`config.mk`:
```
export PLATFORM = sky130hd
export DESIGN_NAME = pewl_top
export DESIGN_NICKNAME = d
export VERILOG_FILES = /design/src/logic/pewl_pkg.sv /design/src/logic/pewl_sync_if.sv /design/src/logic/pewl_top.sv /design/src/logic/pewl_sync.sv
export SDC_FILE = /design/constraint.sdc
export NUM_CORES = 1
export LEC_CHECK = 0
export BUFFER_PORTS_ARGS = -buffer_cell sky130_fd_sc_hd__buf_2
export CORE_MARGIN = 2
export CORE_UTILIZATION = 49
export DETAILED_ROUTE_END_ITERATION = 7
export PLACE_DENSITY = 0.88
export SYNTH_ARGS = -nofsm -noshare
export SYNTH_HDL_FRONTEND = slang
export SYNTH_SLANG_ARGS = --single-unit
```
`constraint.sdc`:
```
create_clock -name sys_clk -period 2.3 [get_ports sys_clk]
set_input_delay 0.345 -clock sys_clk [delete_from_list [all_inputs] [get_ports sys_clk]]
set_output_delay 0.345 -clock sys_clk [all_outputs]
set_load 0.1 [all_outputs]
```
`src/logic/pewl_pkg.sv`:
```
package pewl_pkg;

   // ------------------------------------------------------------
   // event detection modes
   // ------------------------------------------------------------
   typedef enum logic [1:0] {
      PEWL_DET_LOW  = 2'h0,
      PEWL_DET_HIGH = 2'h1,
      PEWL_DET_RISE = 2'h2,
      PEWL_DET_FALL = 2'h3
   } pewl_det_type;

   // ------------------------------------------------------------
   // event routing targets, one enable bit each
   // ------------------------------------------------------------
   localparam int PEWL_ROUTE_W   = 3;
   localparam int PEWL_ROUTE_POR = 0;
   localparam int PEWL_ROUTE_SCI = 1;
   localparam int PEWL_ROUTE_ON  = 2;

   // ------------------------------------------------------------
   // power off request pin buffer types
   // ------------------------------------------------------------
   localparam logic PEWL_OTYPE_OD = 1'h0;
   localparam logic PEWL_OTYPE_PP = 1'h1;

   localparam int  PEWL_NUM_PME  = 2;
   localparam int  PEWL_SYNC_W   = 2;
   localparam int  PEWL_PULSE_NS = 16;
   localparam int  PEWL_CLK_MHZ  = 250;
   localparam int  PEWL_PULSE_CYC_I = (PEWL_PULSE_NS * PEWL_CLK_MHZ) / 1000;
   localparam int  PEWL_PULSE_CYC = (PEWL_PULSE_CYC_I < 1) ? 1 : PEWL_PULSE_CYC_I;

   localparam logic PEWL_SYNC_RST = 1'h1;

endpackage

```
`src/logic/pewl_sync_if.sv`:
```
`timescale 1ns/1ns
interface pewl_sync_if #(parameter int N = 5);
   logic [N-1:0] raw;
   logic [N-1:0] synced;
   modport src (output raw,    input  synced);
   modport snk (input  raw,    output synced);
endinterface

```
`src/logic/pewl_top.sv`:
```
`timescale 1ns/1ns
module pewl_top
   import pewl_pkg::*;
#(
   parameter int PULSE_CYC = PEWL_PULSE_CYC
) (
   input  wire logic                      sys_clk,
   input  wire logic                      srst,
   input  wire logic                      clk_en,
   input  wire logic                      pm_event_in_1,
   input  wire logic                      pm_event_in_2,
   input  wire logic                      modem_call_indicator_1,
   input  wire logic                      modem_call_indicator_2,
   input  wire logic                      ring_pin_a,
   input  wire logic                      ring_pin_b,
   input  wire logic                      switch_off_event,
   input  wire logic                      supply_off_event,
   input  wire logic [1:0]                pm_event_in_1_det_mode,
   input  wire logic [1:0]                pm_event_in_2_det_mode,
   input  wire logic [PEWL_ROUTE_W-1:0]   pm_event_in_1_route,
   input  wire logic [PEWL_ROUTE_W-1:0]   pm_event_in_2_route,
   input  wire logic                      modem_wake_en,
   input  wire logic                      ring_wake_en,
   input  wire logic                      power_ctl_cfg_1_por_level,
   input  wire logic                      power_ctl_cfg_2_ring_sel,
   input  wire logic                      por_out_type,
   input  wire logic                      por_pullup_en,
   input  wire logic                      sci_clear,
   output logic                           power_off_request_o,
   output logic                           power_off_request_oe_n,
   output logic                           power_off_request_pullup,
   output logic                           sci_event,
   output logic                           supply_on_control,
   output logic [PEWL_NUM_PME-1:0]        pme_status
);
   localparam int NSYNC = 6;
   localparam int CW    = $clog2(PULSE_CYC + 1);

   initial begin
      if (PULSE_CYC < 1) $error("pewl_top: PULSE_CYC must be at least 1");
   end

   // ------------------------------------------------------------
   // input synchronisers
   // ------------------------------------------------------------
   pewl_sync_if #(.N(NSYNC)) sif ();
   assign sif.raw = {ring_pin_b, ring_pin_a, modem_call_indicator_2, modem_call_indicator_1,
                     pm_event_in_2, pm_event_in_1};

   pewl_sync #(.N(NSYNC)) u_sync (
      .sys_clk (sys_clk),
      .srst    (srst),
      .clk_en  (clk_en),
      .sif     (sif)
   );

   logic [PEWL_NUM_PME-1:0] pme_s;
   logic [1:0]              mci_s;
   logic                    ring_s;
   assign pme_s  = sif.synced[1:0];
   assign mci_s  = sif.synced[3:2];
   // pin mux after sync: both candidates are synced, so switching is glitch free
   assign ring_s = power_ctl_cfg_2_ring_sel ? sif.synced[5] : sif.synced[4];

   // ------------------------------------------------------------
   // detection
   // ------------------------------------------------------------
   function automatic logic pewl_detect(input logic [1:0] mode, input logic cur, input logic prev);
      case (mode)
         PEWL_DET_LOW:  pewl_detect = ~cur;
         PEWL_DET_HIGH: pewl_detect = cur;
         PEWL_DET_RISE: pewl_detect = cur & ~prev;
         PEWL_DET_FALL: pewl_detect = ~cur & prev;
         default:       pewl_detect = 1'b0;
      endcase
   endfunction

   logic [PEWL_NUM_PME-1:0] pme_prev_r;
   logic [PEWL_NUM_PME-1:0] pme_prev_nxt;
   logic [1:0]              mci_prev_r;
   logic [1:0]              mci_prev_nxt;
   logic                    ring_prev_r;
   logic                    ring_prev_nxt;
   logic [PEWL_NUM_PME-1:0] pme_hit;
   logic [1:0]              pme_mode [PEWL_NUM_PME];
   logic [PEWL_ROUTE_W-1:0] pme_rt   [PEWL_NUM_PME];

   assign pme_mode[0] = pm_event_in_1_det_mode;
   assign pme_mode[1] = pm_event_in_2_det_mode;
   assign pme_rt[0]   = pm_event_in_1_route;
   assign pme_rt[1]   = pm_event_in_2_route;

   genvar gi;
   generate
      for (gi = 0; gi < PEWL_NUM_PME; gi++) begin : g_pme
         assign pme_hit[gi] = pewl_detect(pme_mode[gi], pme_s[gi], pme_prev_r[gi]);
      end
   endgenerate

   logic to_por;
   logic to_sci;
   logic to_on;
   logic mci_fall;
   logic ring_low;

   always_comb begin
      to_por = 1'b0;
      to_sci = 1'b0;
      to_on  = 1'b0;
      for (int i = 0; i < PEWL_NUM_PME; i++) begin
         to_por = to_por | (pme_hit[i] & pme_rt[i][PEWL_ROUTE_POR]);
         to_sci = to_sci | (pme_hit[i] & pme_rt[i][PEWL_ROUTE_SCI]);
         to_on  = to_on  | (pme_hit[i] & pme_rt[i][PEWL_ROUTE_ON]);
      end
   end

   assign mci_fall = modem_wake_en & |(mci_prev_r & ~mci_s);
   // a high-to-low transition of the selected ring pin counts, so a single pulse or a train both wake
   assign ring_low = ring_wake_en & ring_prev_r & ~ring_s;

   // ------------------------------------------------------------
   // output state
   // ------------------------------------------------------------
   logic          por_r;
   logic          por_nxt;
   logic [CW-1:0] por_cnt_r;
   logic [CW-1:0] por_cnt_nxt;
   logic          on_r;
   logic          on_nxt;
   logic          sci_r;
   logic          sci_nxt;
   logic [PEWL_NUM_PME-1:0] st_r;
   logic [PEWL_NUM_PME-1:0] st_nxt;
   logic          por_trig;

   // switch off bypasses any fail-safe wait
   assign por_trig = switch_off_event | to_por;

   always_comb begin
      pme_prev_nxt = pme_prev_r;
      mci_prev_nxt = mci_prev_r;
      ring_prev_nxt = ring_prev_r;
      por_nxt      = por_r;
      por_cnt_nxt  = por_cnt_r;
      on_nxt       = on_r;
      sci_nxt      = sci_r;
      st_nxt       = st_r;
      if (srst) begin
         pme_prev_nxt  = {PEWL_NUM_PME{PEWL_SYNC_RST}};
         mci_prev_nxt  = {2{PEWL_SYNC_RST}};
         ring_prev_nxt = PEWL_SYNC_RST;
         por_nxt       = 1'b0;
         por_cnt_nxt   = '0;
         on_nxt        = 1'b0;
         sci_nxt       = 1'b0;
         st_nxt        = '0;
      end else if (clk_en) begin
         pme_prev_nxt  = pme_s;
         mci_prev_nxt  = mci_s;
         ring_prev_nxt = ring_s;
         if (por_trig) begin
            por_nxt     = 1'b1;
            por_cnt_nxt = CW'(PULSE_CYC);
         end else if (!power_ctl_cfg_1_por_level) begin
            // edge mode: fixed-width pulse
            if (por_cnt_r > CW'(1)) begin
               por_cnt_nxt = por_cnt_r - CW'(1);
            end else begin
               por_cnt_nxt = '0;
               por_nxt     = 1'b0;
            end
         end else if (on_r) begin
            // level mode holds until the supply is commanded back on
            por_nxt = 1'b0;
         end
         // set wins over the off event in the same cycle
         if (to_on | mci_fall | ring_low) begin
            on_nxt = 1'b1;
         end else if (por_trig | supply_off_event) begin
            on_nxt = 1'b0;
         end
         st_nxt  = (st_r & {PEWL_NUM_PME{~sci_clear}}) | pme_hit;
         sci_nxt = to_sci | (sci_r & ~sci_clear);
      end
   end

   always_ff @(posedge sys_clk) begin
      pme_prev_r  <= pme_prev_nxt;
      mci_prev_r  <= mci_prev_nxt;
      ring_prev_r <= ring_prev_nxt;
      por_r       <= por_nxt;
      por_cnt_r   <= por_cnt_nxt;
      on_r        <= on_nxt;
      sci_r       <= sci_nxt;
      st_r        <= st_nxt;
   end

   // ------------------------------------------------------------
   // pins
   // ------------------------------------------------------------
   // open drain only drives while the request is high; push-pull drives both levels
   assign power_off_request_o      = por_r;
   assign power_off_request_oe_n   = (por_out_type == PEWL_OTYPE_PP) ? 1'b0 : ~por_r;
   assign power_off_request_pullup = por_pullup_en;
   assign supply_on_control        = on_r;
   assign sci_event                = sci_r;
   assign pme_status               = st_r;
endmodule

```
`src/logic/pewl_sync.sv`:
```
`timescale 1ns/1ns
module pewl_sync
   import pewl_pkg::*;
#(
   parameter int N = 5
) (
   input  wire logic sys_clk,
   input  wire logic srst,
   input  wire logic clk_en,
   pewl_sync_if.snk  sif
);
   logic [N-1:0] meta_r;
   logic [N-1:0] meta_nxt;
   logic [N-1:0] sync_r;
   logic [N-1:0] sync_nxt;

   initial begin
      if (N < 1) $error("pewl_sync: N must be at least 1");
   end

   always_comb begin
      meta_nxt = meta_r;
      sync_nxt = sync_r;
      if (srst) begin
         meta_nxt = {N{PEWL_SYNC_RST}};
         sync_nxt = {N{PEWL_SYNC_RST}};
      end else if (clk_en) begin
         meta_nxt = sif.raw;
         sync_nxt = meta_r;
      end
   end

   always_ff @(posedge sys_clk) begin
      meta_r <= meta_nxt;
      sync_r <= sync_nxt;
   end

   assign sif.synced = sync_r;
endmodule

```
==> summary.md, run 1 <==
| Metric | Value |
|---|---|
| Port bufs | `32` |
| Setup crit end kind | `flop` |
| Nets | `between 150 and 200` |
| CTS H-tree depth | `1` |
| First DRT Iteration DRCs | `10` |
| Total track usage | `0.186` |
| Slew headroom | `0.603` |
| Register bit total from synthesis | `25` |
| Outcome | `finished clean` |
| Top cell family by delay on the critical path | `compound AO/OA/AOI/OAI gates` |
| Startpoint types | `flop` |
| Final Max Tran Viols | `0` |
| TNS Setup | `0 ns` |
| Floorplan die height | `~52 um` |
| Most frequent cell after synthesis | `dfxtp_1` |
| Clock slew at reported path FFs | `~0.12 ns` |
| Final setup skew | `0.00118 ns` |
| Core Region | `2210 um^2` |
| Mapped Avg Cell Area | `between 9 and 10 um^2` |
| Max-cap violation count | `0` |
| Clock tree buffer depth | `2` |
| Total CTS buffers | `3` |
| Worst-path cell chain | `or3b_1, a32oi_2, a221oi_2, and4b_1, a211o_1` |
| CP Class | `reg2reg` |
| First-pass GRT wire length | `about 3.7 mm` |
| Vias in the first global route | `slightly above 900` |
| Routed wl met3 | `about 160 um` |
| Post-synth top area cell | `dfxtp_1` |
| DR vias/cell | `around 5.5` |
| Hold/Removal Path Class | `in2reg` |
| Fin area | `1350 um^2` |
| RD Place Congestion | `between 0.8 and 0.9` |
| Critical Path AT | `approximately 2 ns` |
| Dpl cells | `about 180` |
| Cells after synthesis | `~120` |
| Post-CTS Setup Inserts | `0` |
| Via count | `982` |
| # rows | `17` |
| Critical path's slowest cell | `or3b_1` |
| Later-pin clock latency in the skew report | `between 0.3 and 0.4 ns` |
| Root buf cell | `clkbuf_4` |
| Mapped Area | `between 1000 and 1500 um^2` |
| Fill count | `~210` |
| DP HPWL | `approximately 1.8 mm` |
| Largest incremental delay on the critical path | `slightly below 0.4 ns` |
| CTS Sinks | `25` |
| Crit path buf inv count | `0` |
| Leakage | `0.615 nW` |
| Drt drc | `0` |
| Data required time of the worst path | `2.51 ns` |
| Worst slew pin tran | `approximately 0.6 ns` |
| Detailed-route wire length per cell | `12.8 um` |
| Crit-path max FO | `6` |
| Async S/R FF share, synth | `0` |
| Commonest cells post-synth | `dfxtp_1 (25), nand2_1 (21), mux2i_1 (15)` |
| Pre-antenna DRT Iters | `4` |
| Post-synth top area share | `0.437` |
| Netlist cell types | `29` |
| Setup Viol. Count Final | `0` |
| WL met2 | `approximately 1.1 mm` |
| Fin cells | `180` |
| Diode count | `0` |
| VDD IR-drop max | `around 0.41 mV` |
| Hold_buf cts | `0` |
| Max Used Layer | `met4` |
| Top cells by area, synth | `dfxtp_1 (44%), mux2i_1 (13%), nand2_1 (6.9%)` |
| Antenna-violating nets left | `0` |
| Routed metal-1 wire length | `a little over 1 mm` |
| Cell Area, Placed | `~1300 um^2` |
| Initial antenna violation count | `0` |
| DIE AREA | `2740 um^2` |
| Worst hold slack | `0.240 ns` |
| Pwr/cell area | `620 nW/um^2` |
| Fin crit share | `0.777` |
| Overall Power | `~830 uW` |
| Syn. warnings | `0` |
| CTS tree | `built` |
| Die W | `52.4 um` |
| Area Growth Syn to Fin | `17.5%` |
| Syn nets | `between 150 and 200` |
| Final Critical Period | `1.79 ns` |
| Initial Utilization | `0.518` |
| Largest net degree at the start of global routing | `22` |
| Peak Freq | `between 500 and 600 MHz` |
| Hold Vio Cnt, Final | `0` |
| RSZ-0062 raised after global routing | `false` |
| Post-synth EDFFs | `0` |
| Final Routed Wirelength | `2.30 mm` |
| Layout cell share with drive strength beyond 1 | `0.276` |
| I/O pin total | `35` |
| CTS-repair resized insts | `0` |
| GRT overflow | `0` |
| Most used DFF post-synth | `dfxtp_1` |
| Sequential area share after synthesis | `0.437` |
==> placed cells by master, fill, tap and decap left out, drive strengths merged, types with 2 or more instances in the layout <==
master  synthesis  routed
a21oi           3       3
a32oi           4       4
nor4            2       2
a22oi           3       3
nand3           5       5
or3b            2       2
mux2i          15      15
o21ba           2       2
buf             2      33
o211ai          3       3
clkbuf          5       4
nand2          21      21
inv             6       6
dfxtp          25      25
ha              2       2
o21ai           5       5
nand2b          5       5
nor2            4       4
==> flip-flops by register name, summed over array words and instances (netlist names) <==
signal / cells
supply_on_control: 1
por_cnt_r: 3
sci_event: 1
u_sync.meta_r: 6
u_sync.sif.synced: 6
pme_status: 2
ring_prev_r: 1
mci_prev_r: 2
pme_prev_r: 2
power_off_request_o: 1
==> worst paths after layout <==
| kind | from | to | slack [ns] | cells past startpoint |
|---|---|---|---|---|
| setup / recovery | pme_prev_r[0] | supply_on_control | 0.51 | 5 |
| hold / removal | pm_event_in_1 | u_sync.meta_r[0] | 0.24 | 3 |
| hold reg to reg | u_sync.meta_r[0] | u_sync.meta_r[0] | 0.49 | 2 |
| setup reg to reg | pme_prev_r[0] | supply_on_control | 0.51 | 5 |
==> metal layers <==
metal  up-vias  track usage
met5         -            0
met4         0       0.0983
met3         5       0.0400
met2        32        0.338
met1       450        0.199
li1        495            -
==> layout make-up <==
| class | instances | area (um^2) | share of cell area |
|---|---|---|---|
| clock buffers | 4 | 26.3 | 0.0195 |
| inverters | 6 | 22.5 | 0.0167 |
| multi-input cells | 84 | 594 | 0.441 |
| flip-flops and latches | 25 | 500 | 0.372 |
| well taps | 28 | 35.0 | 0.0260 |
| repair buffers | 33 | 168 | 0.125 |
==> worst reg2reg max path: stages (launching register included) <==
cell	delay [ns]
dfxtp_1	0.35
or3b_1	0.39
a32oi_2	0.31
a221oi_2	0.17
and4b_1	0.22
a211o_1	0.26
==> stage by stage <==
| step | utilization | worst slack [ns] |
|---|---|---|
| after floorplan | - | 0.353 |
| after global placement | 0.597 | 0.446 |
| after detailed placement | 0.597 | 0.401 |
| after CTS | 0.609 | 0.508 |
| after global routing | 0.609 | 0.459 |
| final | 0.609 | 0.514 |
==> logic make-up (layout without fill, tap and decap cells) <==
kind of cell             count (synthesis)  after routing  synth area share
buffers and inverters                   13             43            0.0469
adder cells (fa/ha/maj)                  2              2            0.0218
AND/OR/NAND/NOR                         40             40             0.166
multiplexers                            15             15             0.131
AO/OA/AOI/OAI                           27             27             0.198
flip-flops                              25             25             0.437
==> power breakdown <==
group | internal, mW | leakage, nW | switching [mW]
logic | 0.0615 | 0.395 | 0.118
clock network | 0.0677 | 0.0150 | 0.119
registers | 0.455 | 0.205 | 0.0138
(Power assumes the default switching activity.)
==> inputs of run 2 (changes only) <==
- clock period: 2.3 -> 1.7 ns (I/O delays scaled with it)
==> run 2 against run 1 <==
Net effect:
- maximum frequency increased by 8.5%
- sequential share of layout area decreased by 1.5 points
- final cell count increased by 2.8%
- cell area increased by 4.8%
- worst hold slack got worse by 0.091 ns
- setup slack got worse by 0.46 ns
- critical endpoint unchanged
- largest power group unchanged
- highest routed layer unchanged
==> summary.md, run 2 (same netlist as run 1, synthesis figures left out) <==
| Metric | Value |
|---|---|
| Outcome | `finished clean` |
| Hold Path Sink | `u_sync.meta_r[4]` |
| Die W | `~52 um` |
| Hold Path Depth | `3` |
| Max-cap violation count | `0` |
| CTS Sinks | `25` |
| Drt drc | `0` |
| Port bufs | `32` |
| Sequential Power Share | `0.550` |
| Final Max Tran Viols | `0` |
| Largest incremental delay on the critical path | `about 0.40 ns` |
| Data required time of the worst path | `approximately 1.9 ns` |
| Dpl cells | `180` |
| # rows | `17` |
| Diode count | `0` |
| Top cell family by delay on the critical path | `compound AO/OA/AOI/OAI gates` |
| Total CTS buffers | `3` |
| Crit path buf inv count | `0` |
| Pwr/cell area | `~820 nW/um^2` |
| Pint | `roughly 800 uW` |
| Most frequent cells in the layout | `buf_2 (32), dfxtp_1 (23), nand2_1 (21)` |
| Start point of the worst hold path | `ring_pin_a` |
| Pre-CTS setup slack | `-0.0160 ns` |
| Antenna-violating nets left | `0` |
| Clock share of power | `0.223` |
| Worst slew pin tran | `roughly 0.5 ns` |
| Worst-path cell chain | `or3b_4, a32oi_4, a221oi_2, and4b_1, a211o_1` |
| Largest net degree at the start of global routing | `16` |
| GRT overflow | `0` |
| Area Growth Syn to Fin | `23.1%` |
| Switching power of the nets | `353 uW` |
| Clock tree buffer depth | `2` |
| Fin crit share | `0.968` |
| Register-to-Register Path Depth | `5` |
| RD Place Congestion | `0.837` |
| Slew headroom | `0.676` |
| Crit-path max FO | `3` |
| Pre-antenna DRT Iters | `4` |
| Leakage | `~0.64 nW` |
| Nets | `about 190` |
| Hold/Removal Path Class | `in2reg` |
| First DRT Iteration DRCs | `12` |
| Initial Utilization | `0.518` |
| Final setup skew | `around 0.0057 ns` |
| CTS tree | `built` |
| Setup crit end kind | `flop` |
| DR vias/cell | `around 5.4` |
| Fin worst setup slack | `roughly 0.054 ns` |
| Layout cell share with drive strength beyond 1 | `0.331` |
| First-pass GRT wire length | `4.02 mm` |
| Total track usage | `0.197` |
| Later-pin clock latency in the skew report | `0.31 ns` |
| Worst R2R Setup Slack | `roughly 0.054 ns` |
| Most common cell after layout, fill and taps aside | `buf_2` |
| Final Critical Period | `about 1.6 ns` |
| Core Region | `2210 um^2` |
| Hold Vio Cnt, Final | `0` |
| Critical path's slowest cell | `or3b_4` |
| Clock slew at reported path FFs | `approximately 0.13 ns` |
| DIE AREA | `between 2000 and 3000 um^2` |
| Detailed-route wire length per cell | `roughly 13 um` |
| Peak Freq | `607 MHz` |
| Final Routed Wirelength | `approximately 2.4 mm` |
| Initial antenna violation count | `0` |
| TNS Setup | `0 ns` |
| R2r endpoint | `supply_on_control` |
| I/O pin total | `35` |
| Fin cells | `roughly 190` |
| VDD IR-drop max | `0.619 mV` |
| Setup Viol. Count Final | `0` |
| Fill count | `about 190` |
| Root buf cell | `clkbuf_4` |
| Floorplan die height | `52.4 um` |
| Critical Path AT | `1.86 ns` |
| DP HPWL | `around 1.8 mm` |
| Worst r2r src | `pme_prev_r[1]` |
| Gate power share | `0.228` |
| Vias in the first global route | `roughly 970` |
| Switching share of power | `0.306` |
| CP Class | `reg2reg` |
| Via count | `approximately 1,000` |
| CTS H-tree depth | `1` |
| Critical path depth | `5` |
| Startpoint types | `flop` |
## run 2: changes by cell type in the layout (fill, tap and decap cells not counted)
cell	before	now
or3b_4	0	2
a31oi_4	0	1
a31oi_1	1	0
buf_4	1	6
dfxtp_1	25	23
or3b_1	2	0
nor2_4	0	1
nor2_2	1	0
dfxtp_2	0	2
## run 2: tightest hold or removal path, stage by stage
cell	delay, ns
buf_2	0.07
mux2i_1	0.06
nand2_1	0.06
## run 2: what timing repair did
action                                  CTS  global route
endpoints found under the setup margin    0             4
gates resized for setup                   0             6
setup buffers                             0             1
hold buffers                              0             0
## run 2: layer usage
metal  share of wire  up-vias  GRT usage
met5               0        -          0
met4           0.016        0     0.0897
met3           0.060        5     0.0400
met2            0.49       34      0.356
met1            0.44      457      0.218
li1                -      501          -
## run 2: cell type report
class / instances / area (um^2) / share of cell area
multi-input combinational: 84 / 619 / 0.439
sequential: 25 / 503 / 0.356
timing repair buffer: 38 / 205 / 0.145
tap: 28 / 35.0 / 0.0248
clock buffer: 4 / 26.3 / 0.0186
inverter: 6 / 22.5 / 0.0160
## run 2: worst max path at each step
stage               slack [ns]                 to                       from
floorplan                 0.06  supply_on_control              pme_prev_r[0]
global placement          0.05  supply_on_control  pm_event_in_2_det_mode[0]
detailed placement       -0.02       por_cnt_r[0]  pm_event_in_1_det_mode[0]
CTS                       0.03  supply_on_control              pme_prev_r[0]
global route            -0.006       por_cnt_r[0]              pme_prev_r[1]
finish                    0.05  supply_on_control              pme_prev_r[1]
## run 2: per-stage QoR
step	utilization	hold slack (ns)	total power [mW]	cell area [um^2]
after detailed placement	0.613	0.469	0.904	1360
after global routing	0.638	0.159	1.21	1410
after global placement	0.613	0.452	0.893	1360
after CTS	0.624	0.152	1.15	1380
after floorplan	-	0.383	0.837	1150
final	0.638	0.149	1.16	1410
## run 2: power groups by stage
stage | logic (mW) | registers [mW] | clock network [mW]
4_1_cts | 0.257 | 0.635 | 0.262
3_3_place_gp | 0.248 | 0.646 | 0
5_1_grt | 0.282 | 0.639 | 0.285
2_1_floorplan | 0.132 | 0.705 | 0
6_report | 0.263 | 0.635 | 0.257
3_5_place_dp | 0.256 | 0.648 | 0
